**src/rtl/fpla_pkg.sv**
```systemverilog
// Purpose: shared types and constants of the float load datapath
// Assumes: word bit 31 is the sign, double result bit 63 is the sign
// Notes: single words arrive in the low 32 bits of the load data bus
package fpla_pkg;

  localparam int REG_W = 5;
  typedef logic [REG_W-1:0] fpla_reg_t;

  localparam logic [4:0] ZERO_REG = 5'h00;
  localparam logic [7:0] SP_EXP_ZERO = 8'h00;
  localparam logic [7:0] SP_EXP_MAX = 8'hff;
  localparam logic [22:0] SP_FRAC_ZERO = 23'h000000;
  localparam logic signed [11:0] DENORM_EXP_START = -12'sh07e;
  localparam logic signed [11:0] DP_EXP_BIAS = 12'sh3ff;
  localparam int PAD_ZEROS = 29;
  localparam int CVT_MAX_CYCLES = 25;

  typedef struct packed {
    logic dbl;
    logic indexed;
    logic update;
    fpla_reg_t tgt;
    fpla_reg_t base_f;
    fpla_reg_t index_f;
    logic [15:0] disp;
    logic [31:0] base_val;
    logic [31:0] index_val;
  } fpla_op_s;

  typedef struct packed {
    logic [31:0] addr;
    logic dbl;
  } fpla_mem_req_s;

  typedef struct packed {
    fpla_reg_t tgt;
    logic [63:0] data;
  } fpla_fpr_wr_s;

  typedef struct packed {
    fpla_reg_t sel;
    logic [31:0] data;
  } fpla_gpr_wr_s;

  typedef enum logic [1:0] {
    CLS_NORM,
    CLS_DENORM,
    CLS_SPECIAL
  } fpla_cls_e;

  // sorts a single word into normalized, denormal or inf/nan/zero
  function automatic fpla_cls_e fpla_classify(input logic [31:0] w);
    if (w[30:23] != SP_EXP_ZERO && w[30:23] != SP_EXP_MAX)
      return CLS_NORM;
    else if (w[30:23] == SP_EXP_ZERO && w[22:0] != SP_FRAC_ZERO)
      return CLS_DENORM;
    else
      return CLS_SPECIAL;
  endfunction : fpla_classify

endpackage : fpla_pkg

```
**src/rtl/fpla_sp_cvt.sv**
```systemverilog
// Purpose: single to double precision conversion of one load word
// Assumes: start is a one-cycle pulse given only while idle
// Notes: denormals take one cycle per normalizing shift
`timescale 1ns/1ps
module fpla_sp_cvt
  import fpla_pkg::*;
(
  input wire logic clk_sys,
  input wire logic nrst,
  input wire logic start,
  input wire logic [31:0] word,
  output logic busy,
  output logic done,
  output logic [63:0] result
);

  typedef enum logic {CV_IDLE, CV_SHIFT} fpla_cv_e;

  fpla_cv_e st_q, st_d;
  logic [52:0] frac_q, frac_d;
  logic signed [11:0] exp_q, exp_d;
  logic sign_q, sign_d;
  logic done_q, done_d;
  logic [63:0] res_q, res_d;
  logic signed [11:0] biased;

  always_comb
  begin
    st_d = st_q;
    frac_d = frac_q;
    exp_d = exp_q;
    sign_d = sign_q;
    done_d = 1'b0;
    res_d = res_q;
    biased = exp_q + DP_EXP_BIAS;
    case (st_q)
      CV_IDLE:
      begin
        if (start)
        begin
          case (fpla_classify(word))
            CLS_NORM:
            begin
              res_d = {word[31:30], {3{~word[30]}}, word[29:0],
                       {PAD_ZEROS{1'b0}}};
              done_d = 1'b1;
            end
            CLS_DENORM:
            begin
              sign_d = word[31];
              exp_d = DENORM_EXP_START;
              frac_d = {1'b0, word[22:0], {PAD_ZEROS{1'b0}}};
              st_d = CV_SHIFT;
            end
            default:
            begin
              res_d = {word[31:30], {3{word[30]}}, word[29:0],
                       {PAD_ZEROS{1'b0}}};
              done_d = 1'b1;
            end
          endcase
        end
      end
      default:
      begin
        if (!frac_q[52])
        begin
          frac_d = {frac_q[51:0], 1'b0};
          exp_d = exp_q - 12'sh001;
        end
        else
        begin
          res_d = {sign_q, biased[10:0], frac_q[51:0]};
          done_d = 1'b1;
          st_d = CV_IDLE;
        end
      end
    endcase
  end

  always_ff @(posedge clk_sys or negedge nrst)
  begin
    if (!nrst)
    begin
      st_q <= CV_IDLE;
      frac_q <= '0;
      exp_q <= '0;
      sign_q <= 1'b0;
      done_q <= 1'b0;
      res_q <= '0;
    end
    else
    begin
      st_q <= st_d;
      frac_q <= frac_d;
      exp_q <= exp_d;
      sign_q <= sign_d;
      done_q <= done_d;
      res_q <= res_d;
    end
  end

  assign busy = (st_q == CV_SHIFT);
  assign done = done_q;
  assign result = res_q;

endmodule : fpla_sp_cvt

```
**src/rtl/fpla_load_unit.sv**
```systemverilog
// Purpose: float load datapath: address forming, load, conversion
// Assumes: decoder supplies base and index register contents
// Notes: one load in flight; assist_en selects trap or hardware
//   normalization for denormal single words
`timescale 1ns/1ps
module fpla_load_unit
  import fpla_pkg::*;
(
  input wire logic clk_sys,
  input wire logic nrst,
  input wire logic assist_en,
  input wire logic req_valid,
  input wire fpla_op_s req_op,
  output logic req_ready,
  output logic mem_req_valid,
  output fpla_mem_req_s mem_req,
  input wire logic mem_req_ready,
  input wire logic mem_resp_valid,
  input wire logic [63:0] mem_resp_data,
  output logic mem_resp_ready,
  output logic fpr_wr_valid,
  output fpla_fpr_wr_s fpr_wr,
  output logic gpr_wr_valid,
  output fpla_gpr_wr_s gpr_wr,
  output logic assist_exc
);

  typedef enum logic [1:0] {ST_IDLE, ST_ISSUE, ST_WAIT, ST_CVT} fpla_st_e;

  fpla_st_e st_q, st_d;
  fpla_op_s op_q, op_d;
  logic [31:0] ea_q, ea_d;
  logic [31:0] word_q, word_d;
  logic fpr_v_q, fpr_v_d;
  fpla_fpr_wr_s fpr_q, fpr_d;
  logic gpr_v_q, gpr_v_d;
  fpla_gpr_wr_s gpr_q, gpr_d;
  logic assist_q, assist_d;
  logic cvt_start;
  logic cvt_busy;
  logic cvt_done;
  logic [63:0] cvt_result;
  logic resp_fire;
  logic accept;
  fpla_cls_e resp_cls;

  // base selection, offset selection and 32-bit wrapping add
  function automatic logic [31:0] ea_calc(input fpla_op_s op);
    logic [31:0] base;
    logic [31:0] off;
    base = (op.base_f == ZERO_REG) ? 32'h0 : op.base_val;
    off = op.indexed ? op.index_val
                     : {{16{op.disp[15]}}, op.disp};
    ea_calc = base + off;
  endfunction : ea_calc

  assign accept = req_valid && req_ready;
  assign resp_fire = mem_resp_valid && mem_resp_ready;
  assign resp_cls = fpla_classify(mem_resp_data[31:0]);

  always_comb
  begin
    st_d = st_q;
    op_d = op_q;
    ea_d = ea_q;
    word_d = word_q;
    fpr_v_d = 1'b0;
    fpr_d = fpr_q;
    gpr_v_d = 1'b0;
    gpr_d = gpr_q;
    assist_d = 1'b0;
    cvt_start = 1'b0;
    case (st_q)
      ST_IDLE:
      begin
        if (accept)
        begin
          op_d = req_op;
          ea_d = ea_calc(req_op);
          st_d = ST_ISSUE;
        end
      end
      ST_ISSUE:
      begin
        if (mem_req_ready)
          st_d = ST_WAIT;
      end
      ST_WAIT:
      begin
        if (resp_fire)
        begin
          word_d = mem_resp_data[31:0];
          if (op_q.dbl)
          begin
            fpr_v_d = 1'b1;
            fpr_d = '{tgt: op_q.tgt, data: mem_resp_data};
            gpr_v_d = op_q.update;
            gpr_d = '{sel: op_q.base_f, data: ea_q};
            st_d = ST_IDLE;
          end
          else if (resp_cls == CLS_DENORM && assist_en)
          begin
            assist_d = 1'b1;
            st_d = ST_IDLE;
          end
          else
          begin
            cvt_start = 1'b1;
            st_d = ST_CVT;
          end
        end
      end
      default:
      begin
        if (cvt_done)
        begin
          fpr_v_d = 1'b1;
          fpr_d = '{tgt: op_q.tgt, data: cvt_result};
          gpr_v_d = op_q.update;
          gpr_d = '{sel: op_q.base_f, data: ea_q};
          st_d = ST_IDLE;
        end
      end
    endcase
  end

  always_ff @(posedge clk_sys or negedge nrst)
  begin
    if (!nrst)
    begin
      st_q <= ST_IDLE;
      op_q <= '0;
      ea_q <= '0;
      word_q <= '0;
      fpr_v_q <= 1'b0;
      fpr_q <= '0;
      gpr_v_q <= 1'b0;
      gpr_q <= '0;
      assist_q <= 1'b0;
    end
    else
    begin
      st_q <= st_d;
      op_q <= op_d;
      ea_q <= ea_d;
      word_q <= word_d;
      fpr_v_q <= fpr_v_d;
      fpr_q <= fpr_d;
      gpr_v_q <= gpr_v_d;
      gpr_q <= gpr_d;
      assist_q <= assist_d;
    end
  end

  fpla_sp_cvt u_cvt (
    .clk_sys(clk_sys),
    .nrst(nrst),
    .start(cvt_start),
    .word(mem_resp_data[31:0]),
    .busy(cvt_busy),
    .done(cvt_done),
    .result(cvt_result)
  );

  assign req_ready = (st_q == ST_IDLE);
  assign mem_req_valid = (st_q == ST_ISSUE);
  assign mem_req = '{addr: ea_q, dbl: op_q.dbl};
  assign mem_resp_ready = (st_q == ST_WAIT);
  assign fpr_wr_valid = fpr_v_q;
  assign fpr_wr = fpr_q;
  assign gpr_wr_valid = gpr_v_q;
  assign gpr_wr = gpr_q;
  assign assist_exc = assist_q;
endmodule : fpla_load_unit

```
**config.mk**
```make
export PLATFORM = sky130hd
export DESIGN_NAME = fpla_load_unit
export DESIGN_NICKNAME = d
export VERILOG_FILES = /design/src/rtl/fpla_pkg.sv /design/src/rtl/fpla_sp_cvt.sv /design/src/rtl/fpla_load_unit.sv
export SDC_FILE = /design/constraint.sdc
export NUM_CORES = 1
export LEC_CHECK = 0
export BUFFER_PORTS_ARGS = -buffer_cell sky130_fd_sc_hd__buf_2
export CAP_MARGIN = 30
export CORE_MARGIN = 5
export CORE_UTILIZATION = 45
export DETAILED_ROUTE_END_ITERATION = 8
export PLACE_DENSITY = 0.75
export SETUP_SLACK_MARGIN = 0.02
export SLEW_MARGIN = 20
export SYNTH_ARGS = -nofsm -noshare
export SYNTH_HDL_FRONTEND = slang
export SYNTH_SLANG_ARGS = --single-unit
```
**constraint.sdc**
```tcl
create_clock -name clk_sys -period 2.6 [get_ports clk_sys]
set_input_delay 0 -clock clk_sys [delete_from_list [all_inputs] [get_ports clk_sys]]
set_output_delay 0 -clock clk_sys [all_outputs]
set_load 0.1 [all_outputs]
```
==> key figures, run 1 <==
Route
  – Total DRC errors in the routed layout: 0
  – Final routed wire length divided by cell count: 18.2 um
  – Count of routing violations after the opening detailed-route iteration: 1062
  – Count of antenna-violating nets left after detailed routing: 0
  – Number of vias after detailed routing: 13800
  – Ratio of routed vias to standard cells: 5.38
  – Drt first pass iters: 5
  – Sum of routed wire length over all layers: 46.7 mm

GRT
  – Grt met2 use: 40.6%
  – Most utilized layer in the global route result: met2
  – Via count of the first global-routing pass: 13800
  – Global-route wire length before repair: 73.3 mm
  – Largest net degree at the start of global routing: 95
  – GRT overflow: 0
  – Global routing met3 resource utilization: 3.80%
  – Grt met1 use: 32.9%
  – GR Util All Layers: 24.7%
  – Number of antenna violations at the first check in global routing: 3

STA
  – Final Max Slew Viols: 0
  – Final hold viol count: 0
  – Final setup skew: 0.0212 ns
  – Fmax: 0.401 GHz
  – Final setup violation count: 0
  – Min Clock Period, post-route: 2.49 ns
  – Sum of negative setup slack: 0 ns
  – Transition time at the pin with the least slew margin: 0.891 ns
  – Setup repair after global routing missed its margin: true
  – Worst slew margin: 40.6%
  – Final critical-path share of the clock period: 95.9%
  – Worst Hold Slack: 0.00558 ns

Critical path
  – CP endpoint kind: register
  – WP data arrival: 2.98 ns
  – Buf+Inv Stages, Crit Path: 2
  – CP peak stage delay: 0.57 ns
  – Critical-path cell with the highest stage delay: or4_4
  – Worst Path Required: 3.09 ns
  – Largest fanout on the critical path: 23
  – Worst setup path category: in2reg
  – Series of cell instances along the critical path: buf_2 > or4_4 > nor2_4 > buf_12 > nor2b_1 > ha_1 > a21oi_1 > o21ai_1 > o21ai_0 > a211oi_2 > or4_1 > nand3_1
  – Family with the most delay on the worst path: simple AND/OR/NAND/NOR gates
  – Startpoint type of the worst setup path: input pin

Place
  – Dpl hpwl: 33.1 mm
  – Number of port buffers: 307
  – DP Cell Count: 2425
  – Final weighted congestion in routability-driven placement: 0.941

CTS
  – Clock latency reported for the late side of the worst-skew pair: 0.57 ns
  – Number of buffers created by CTS: 30
  – Clock sink total: 284
  – TritonCTS clock tree: built
  – Clock Tree Root: clkbuf_16
  – Clock input transition at the sequential cells of the worst setup and hold paths: 0.06 ns
  – Maximum number of buffers from clock root to sink: 3
  – H-tree levels: 1

Layout
  – Number of standard cells in the layout, taps in and fillers out: 2570
  – Filler Cells Inserted: 2682
  – Reg area: 7110 um2
  – Final-stage net count: 2302
  – P&R area growth vs syn: 31.8%
  – Layout Utilization: 59.9%
  – Fraction of final layout cells sized beyond drive strength 1: 26.4%
  – Area of the multi-input gates: 7000 um2

Yosys
  – Unique cell type count in the Yosys netlist: 72
  – Net count after synthesis: 1869
  – Flip-flop and latch count after synthesis: 284
  – Post-Synthesis Cell Area: 14700 um2
  – Count of flip-flops with a built-in enable after synthesis: 0
  – Async set-reset flop share out of synthesis: 100%
  – Synthesis warning total: 0
  – Gate Count Post-Synth: 1668
  – Average size of a mapped cell: 8.84 um2
  – Dominant register cell in the synthesized netlist: dfrtp_1
  – Register area share after synthesis: 48.2%

Floorplanning
  – Core area: 32500 um2
  – Die outline width: 191 um
  – Die boundary height: 191 um
  – # rows: 66
  – Initial core utilization: 45.4%
  – I/O pin cnt: 313
  – Die area: 36500 um2

Power and ir drop
  – Leakage dissipation: 0.00977 uW
  – Sum of internal, switching and leakage power: 23500 uW
  – Power Density: 1210 nW/um2
  – Maximum ir drop on the vdd rail: 1470 uV

Job
  – Number of maximum-capacitance constraint violations: 0

Min path
  – Worst hold path type: in2async

Outcome
  – Status: complete, no violations
[cell usage after synthesis (7+ instances only)]
library cell	count	share of area, %
nand2_1	527	13
dfrtp_1	284	48
o21ai_0	162	5.5
mux2i_1	87	5.9
clkbuf_1	79	2.0
a21oi_1	49	1.7
nor2_1	45	1.1
nand3_1	43	1.5
nor2b_1	35	1.5
buf_4	34	1.7
ha_1	32	2.7
a22oi_1	24	1.2
buf_2	20	0.68
inv_1	20	0.51
mux2_2	18	1.4
nand4_1	14	0.59
a21o_1	13	0.66
o31ai_1	12	0.61
a211oi_1	10	0.51
nor3_1	9	0.31
and3_1	8	0.34
nor4_1	8	0.34
o21a_1	8	0.41
xnor2_1	8	0.48
xor2_1	8	0.48
a31oi_1	7	0.30
[cell usage in the layout (no fill, tap or decap), types with 5 or more instances in the layout]
cell type | Yosys | layout
a211oi_1 | 10 | 8
a21o_1 | 13 | 13
a21oi_1 | 49 | 48
a22oi_1 | 24 | 24
a31oi_1 | 7 | 6
and2_1 | 6 | 6
and3_1 | 8 | 7
buf_12 | 0 | 7
buf_2 | 20 | 306
buf_4 | 34 | 141
bufinv_16 | 0 | 6
clkbuf_1 | 79 | 10
clkbuf_16 | 0 | 30
clkinv_2 | 0 | 5
dfrtp_1 | 284 | 283
dlygate4sd3_1 | 0 | 84
ha_1 | 32 | 29
inv_1 | 20 | 20
mux2_2 | 18 | 18
mux2i_1 | 87 | 87
nand2_1 | 527 | 525
nand3_1 | 43 | 43
nand4_1 | 14 | 14
nor2_1 | 45 | 41
nor2b_1 | 35 | 34
nor3_1 | 9 | 9
nor4_1 | 8 | 8
o2111ai_1 | 5 | 5
o211ai_1 | 6 | 6
o21a_1 | 8 | 8
o21ai_0 | 162 | 157
o21ai_1 | 5 | 10
o311ai_0 | 5 | 5
o31ai_1 | 12 | 12
xnor2_1 | 8 | 8
xor2_1 | 8 | 8
[layout make-up]
type / instances / share of cell area, %
diodes: 3 / 0.0386
multi-input cells: 1223 / 36.0
clock inverters: 12 / 1.21
inverters: 22 / 0.425
flip-flops and latches: 284 / 36.6
repair buffers: 540 / 18.5
clock buffers: 44 / 4.34
well taps: 442 / 2.85
[timing repair]
item,CTS,global route
hold endpoints to repair,416,0
endpoints found under the setup margin,0,7
hold buffers,84,0
setup buffers,0,1
resized for setup,0,5
[metrics by stage]
| step | setup slack (ns) | area, um2 |
|---|---|---|
| CTS | 0.180 | 19400 |
| global route | 0.0159 | 19400 |
| detailed placement | -0.390 | 17500 |
| finish | 0.106 | 19400 |
| global placement | -0.329 | 17500 |
| floorplan | -0.0606 | 14900 |
[metal layers]
| metal | vias up | wire length, um |
|---|---|---|
| met5 | - | 0 |
| met4 | 0 | 2040 |
| met3 | 144 | 2830 |
| met2 | 508 | 21900 |
| met1 | 6644 | 19900 |
| li1 | 6531 | - |
[sequential cells by signal, indices dropped and copies added, names as in the netlist]
name          count
fpr_wr_valid      1
u_cvt.done        1
op_q             11
assist_exc        1
gpr_wr           37
ea_q             32
u_cvt.frac_q     52
u_cvt.exp_q      11
u_cvt.sign_q      1
fpr_wr           69
st_q              2
gpr_wr_valid      1
mem_req           1
u_cvt.busy        1
u_cvt.result     63
[logic make-up after synthesis]
kind of cell    after synthesis  synth area share, %
compound gates              349                 14.8
mux                         105                 7.28
fa+ha+maj                    33                 2.85
simple gates                720                 20.6
xor+xnor                     16                0.951
flops                       284                 48.2
buf+inv                     161                 5.24
[report_power, final]
| part | internal, uW | leakage [uW] | switching, uW |
|---|---|---|---|
| logic | 2390 | 0.00566 | 9650 |
| registers | 5800 | 0.00359 | 972 |
| clock network | 2850 | 0.000526 | 1800 |
| total | 11000 | 0.00977 | 12400 |
[final timing paths]
kind / slack (ns) / endpoint / from / depth (start not counted)
max: 0.11 / ea_q[26]$_DFFE_PN0P_ / req_op[85] / 12
min: 0.006 / fpr_wr[15]$_DFFE_PN0P_ / nrst / 2
max reg2reg: 0.33 / u_cvt.result[62]$_DFFE_PN0P_ / u_cvt.exp_q[0]$_DFFE_PN0P_ / 8
min reg2reg: 0.46 / u_cvt.result[4]$_DFFE_PN0P_ / u_cvt.result[4]$_DFFE_PN0P_ / 2
max in group asynchronous: 1.80 / gpr_wr[13]$_DFFE_PN0P_ / nrst / 3
min in group clk_sys: 0.02 / ea_q[31]$_DFFE_PN0P_ / req_op[63] / 5
Note: power is estimated with default switching activity, not from simulation.
==> inputs of run 2 (changes only) <==
clock period = 2.8 ns   (was 2.6 ns; I/O delays follow)
==> run 2 against run 1 <==
Non-clock buffer count decreased by 34. Worst hold slack improved by 0.020 ns. Clock-buffer cell count decreased by 4. Clock skew decreased by 0.0097 ns. Routed wire length decreased by 1.2%. Design area decreased by 2.4%. Clock power decreased by 15%. First-iteration DRC count increased by 1.6%. Die area unchanged. Via count decreased by 0.65%. Total power decreased by 9.1%. Critical endpoint is now mem_resp_ready. Largest cell class unchanged. Highest routed layer unchanged.
==> key figures, run 2 (same netlist as run 1, synthesis figures left out) <==
Outcome
  – Status: complete, no violations

Floorplanning
  – # rows: 66 (unchanged)
  – Die area: 36500 um2 (unchanged)
  – Die boundary height: 191 um (unchanged)
  – I/O pin cnt: 313 (unchanged)
  – Core area: 32500 um2 (unchanged)
  – Initial core utilization: 45.4% (unchanged)
  – Die outline width: 191 um (unchanged)

GRT
  – Via count of the first global-routing pass: 13600 (-1.3%)
  – Global-route wire length before repair: 72.5 mm (-1.1%)
  – GRT overflow: 0 (unchanged)
  – Largest net degree at the start of global routing: 171 (+80%)
  – GR Util All Layers: 24.5% (-0.18 points)
  – Number of antenna violations at the first check in global routing: 1 (-2)

STA
  – Min Clock Period, post-route: 2.51 ns
  – Final setup violation count: 0 (unchanged)
  – Sum of negative setup slack: 0 ns (unchanged)
  – Final critical-path share of the clock period: 89.7%
  – Setup repair after global routing missed its margin: false
  – Fmax: 0.398 GHz
  – Final Max Slew Viols: 0 (unchanged)
  – Final worst setup slack: 0.288 ns (+0.182 ns)
  – Final hold viol count: 0 (unchanged)
  – Final setup skew: 0.0116 ns (-0.00970 ns)
  – Transition time at the pin with the least slew margin: 0.888 ns (-0.00255 ns)
  – Worst slew margin: 40.8% (+0.17 points)

CTS
  – Clock latency reported for the late side of the worst-skew pair: 0.56 ns (about the same)
  – Clock input transition at the sequential cells of the worst setup and hold paths: 0.06 ns (about the same)
  – Number of buffers added to fix hold violations after cts: 84 (unchanged)
  – Number of post-CTS setup repair buffers: 0 (unchanged)
  – H-tree levels: 1 (unchanged)
  – TritonCTS clock tree: built
  – Number of buffers created by CTS: 31 (+3.3%)
  – Clock sink total: 284 (unchanged)
  – Maximum number of buffers from clock root to sink: 3 (unchanged)
  – Clock Tree Root: clkbuf_16
  – Number of gates resized after cts: 0 (unchanged)

Critical path
  – CP endpoint kind: output port
  – Worst setup path category: reg2out
  – WP data arrival: 2.51 ns (-0.47 ns)
  – Startpoint type of the worst setup path: register
  – Largest fanout on the critical path: 34 (+48%)
  – CP peak stage delay: 0.58 ns (about the same)
  – Reg2reg setup slack: 0.39 ns (+0.06 ns)
  – Series of cell instances along the critical path: nor2b_4 > buf_4 > buf_2
  – Worst Path Required: 2.80 ns (-0.29 ns)
  – Critical-path cell with the highest stage delay: dfrtp_1

Route
  – Drt first pass iters: 7 (+2)
  – Count of antenna-violating nets left after detailed routing: 0 (unchanged)
  – Final routed wire length divided by cell count: 18.2 um (+0.40%)
  – Total DRC errors in the routed layout: 0 (unchanged)
  – Ratio of routed vias to standard cells: 5.43 (+0.92%)
  – Sum of routed wire length over all layers: 46.2 mm (-1.2%)
  – Count of routing violations after the opening detailed-route iteration: 1079 (+1.6%)
  – Number of vias after detailed routing: 13700 (-0.65%)

Power and ir drop
  – Leakage dissipation: 0.00956 uW (-2.1%)
  – Clock Power Share: 18.5% (-1.3 points)
  – Maximum ir drop on the vdd rail: 1730 uV (+18%)
  – Switching part of the total power: 53.9% (+0.99 points)
  – Power Density: 1120 nW/um2 (-7.0%)
  – Net switching power of the design: 11500 uW (-7.4%)
  – Internal: 9820 uW (-11%)
  – Part of the power in combinational logic: 51.9% (+0.6 points)
  – Relative contribution of sequential cells to total power: 29.7% (+0.8 points)

Place
  – Setup slack after placement: -0.224 ns (+0.166 ns)
  – Number of port buffers: 307 (unchanged)
  – Placed cell areas: 17100 um2 (-1.8%)
  – Final weighted congestion in routability-driven placement: 0.930 (-1.2%)
  – Dpl hpwl: 32.5 mm (-1.9%)

Layout
  – Fraction of final layout cells sized beyond drive strength 1: 24.9% (-1.5 points)
  – Commonest cells after routing, fill and taps aside: nand2_1, buf_2, dfrtp_1
  – Leading cell type in the layout, fill and taps excluded: nand2_1
  – Finished Cell Area: 19000 um2 (-2.4%)
  – Flip-flop count of the largest register after layout: 69 (unchanged)
  – P&R area growth vs syn: 28.7%
  – Final-stage net count: 2269 (-1.4%)
  – Layout Utilization: 58.4% (-1.4 points)

Job
  – Number of maximum-capacitance constraint violations: 0 (unchanged)

Min path
  – Worst hold path type: in2async
[run 2: cell count changes in the layout (fill, tap and decap cells not counted), sizes merged]
| cell | change |
|---|---|
| buf | -34 |
| bufinv | -5 |
| clkbuf | -4 |
| clkinv | +3 |
| diode | -2 |
| inv | +2 |
[run 2: worst paths after layout]
| check | to | start | cells past startpoint |
|---|---|---|---|
| worst max-delay path | mem_resp_ready | st_q[1]$_DFFE_PN0P_ | 3 |
| worst min-delay path | fpr_wr[16]$_DFFE_PN0P_ | nrst | 2 |
| worst max register to register | u_cvt.sign_q$_DFFE_PN0P_ | st_q[1]$_DFFE_PN0P_ | 5 |
| worst min register to register | u_cvt.result[5]$_DFFE_PN0P_ | u_cvt.result[5]$_DFFE_PN0P_ | 2 |
| max in group asynchronous | u_cvt.result[55]$_DFFE_PN0P_ | nrst | 3 |
| min in group clk_sys | st_q[1]$_DFFE_PN0P_ | req_valid | 5 |
[run 2: worst max-delay path: cells and delay by family, from the launching register on]
family        cells  cell delay, ns
flops             1            0.58
simple gates      1            0.33
buf+inv           2            1.02
[run 2: area by class of cell]
| type | instances | area (um2) |
|---|---|---|
| sequential | 284 | 7110 |
| fill | 2747 | 13500 |
| antenna | 1 | 2.50 |
| inverter | 22 | 82.6 |
| clock buffer | 40 | 870 |
| timing repair buffer | 506 | 3350 |
| tap | 442 | 553 |
| multi-input combinational | 1223 | 6890 |
| clock inverter | 12 | 108 |
[run 2: per-layer routing]
| layer | global-route usage (%) | vias up | wire length (um) |
|---|---|---|---|
| li1 | - | 6449 | - |
| met1 | 32.7 | 6596 | 19200 |
| met2 | 39.9 | 564 | 21800 |
| met3 | 4.09 | 128 | 3200 |
| met4 | 10.1 | 0 | 1950 |
| met5 | 0 | - | 0 |
[run 2: metrics by stage]
step	hold slack, ns	instances	total power, uW
6_report	0.0259	2530	21300
3_5_place_dp	0.0768	2393	17300
2_1_floorplan	-0.296	1668	15200
4_1_cts	0.0199	2529	21300
3_3_place_gp	0.0650	2393	17100
5_1_grt	0.0697	2530	22300
[run 2: power groups by stage]
stage | Combinational, uW | Sequential (uW) | Clock, uW
after global placement | 10800 | 6310 | 0
after floorplan | 4760 | 10400 | 0
final | 11100 | 6320 | 3940
after global routing | 11600 | 6470 | 4200
after detailed placement | 10900 | 6350 | 0
after CTS | 11000 | 6300 | 4000
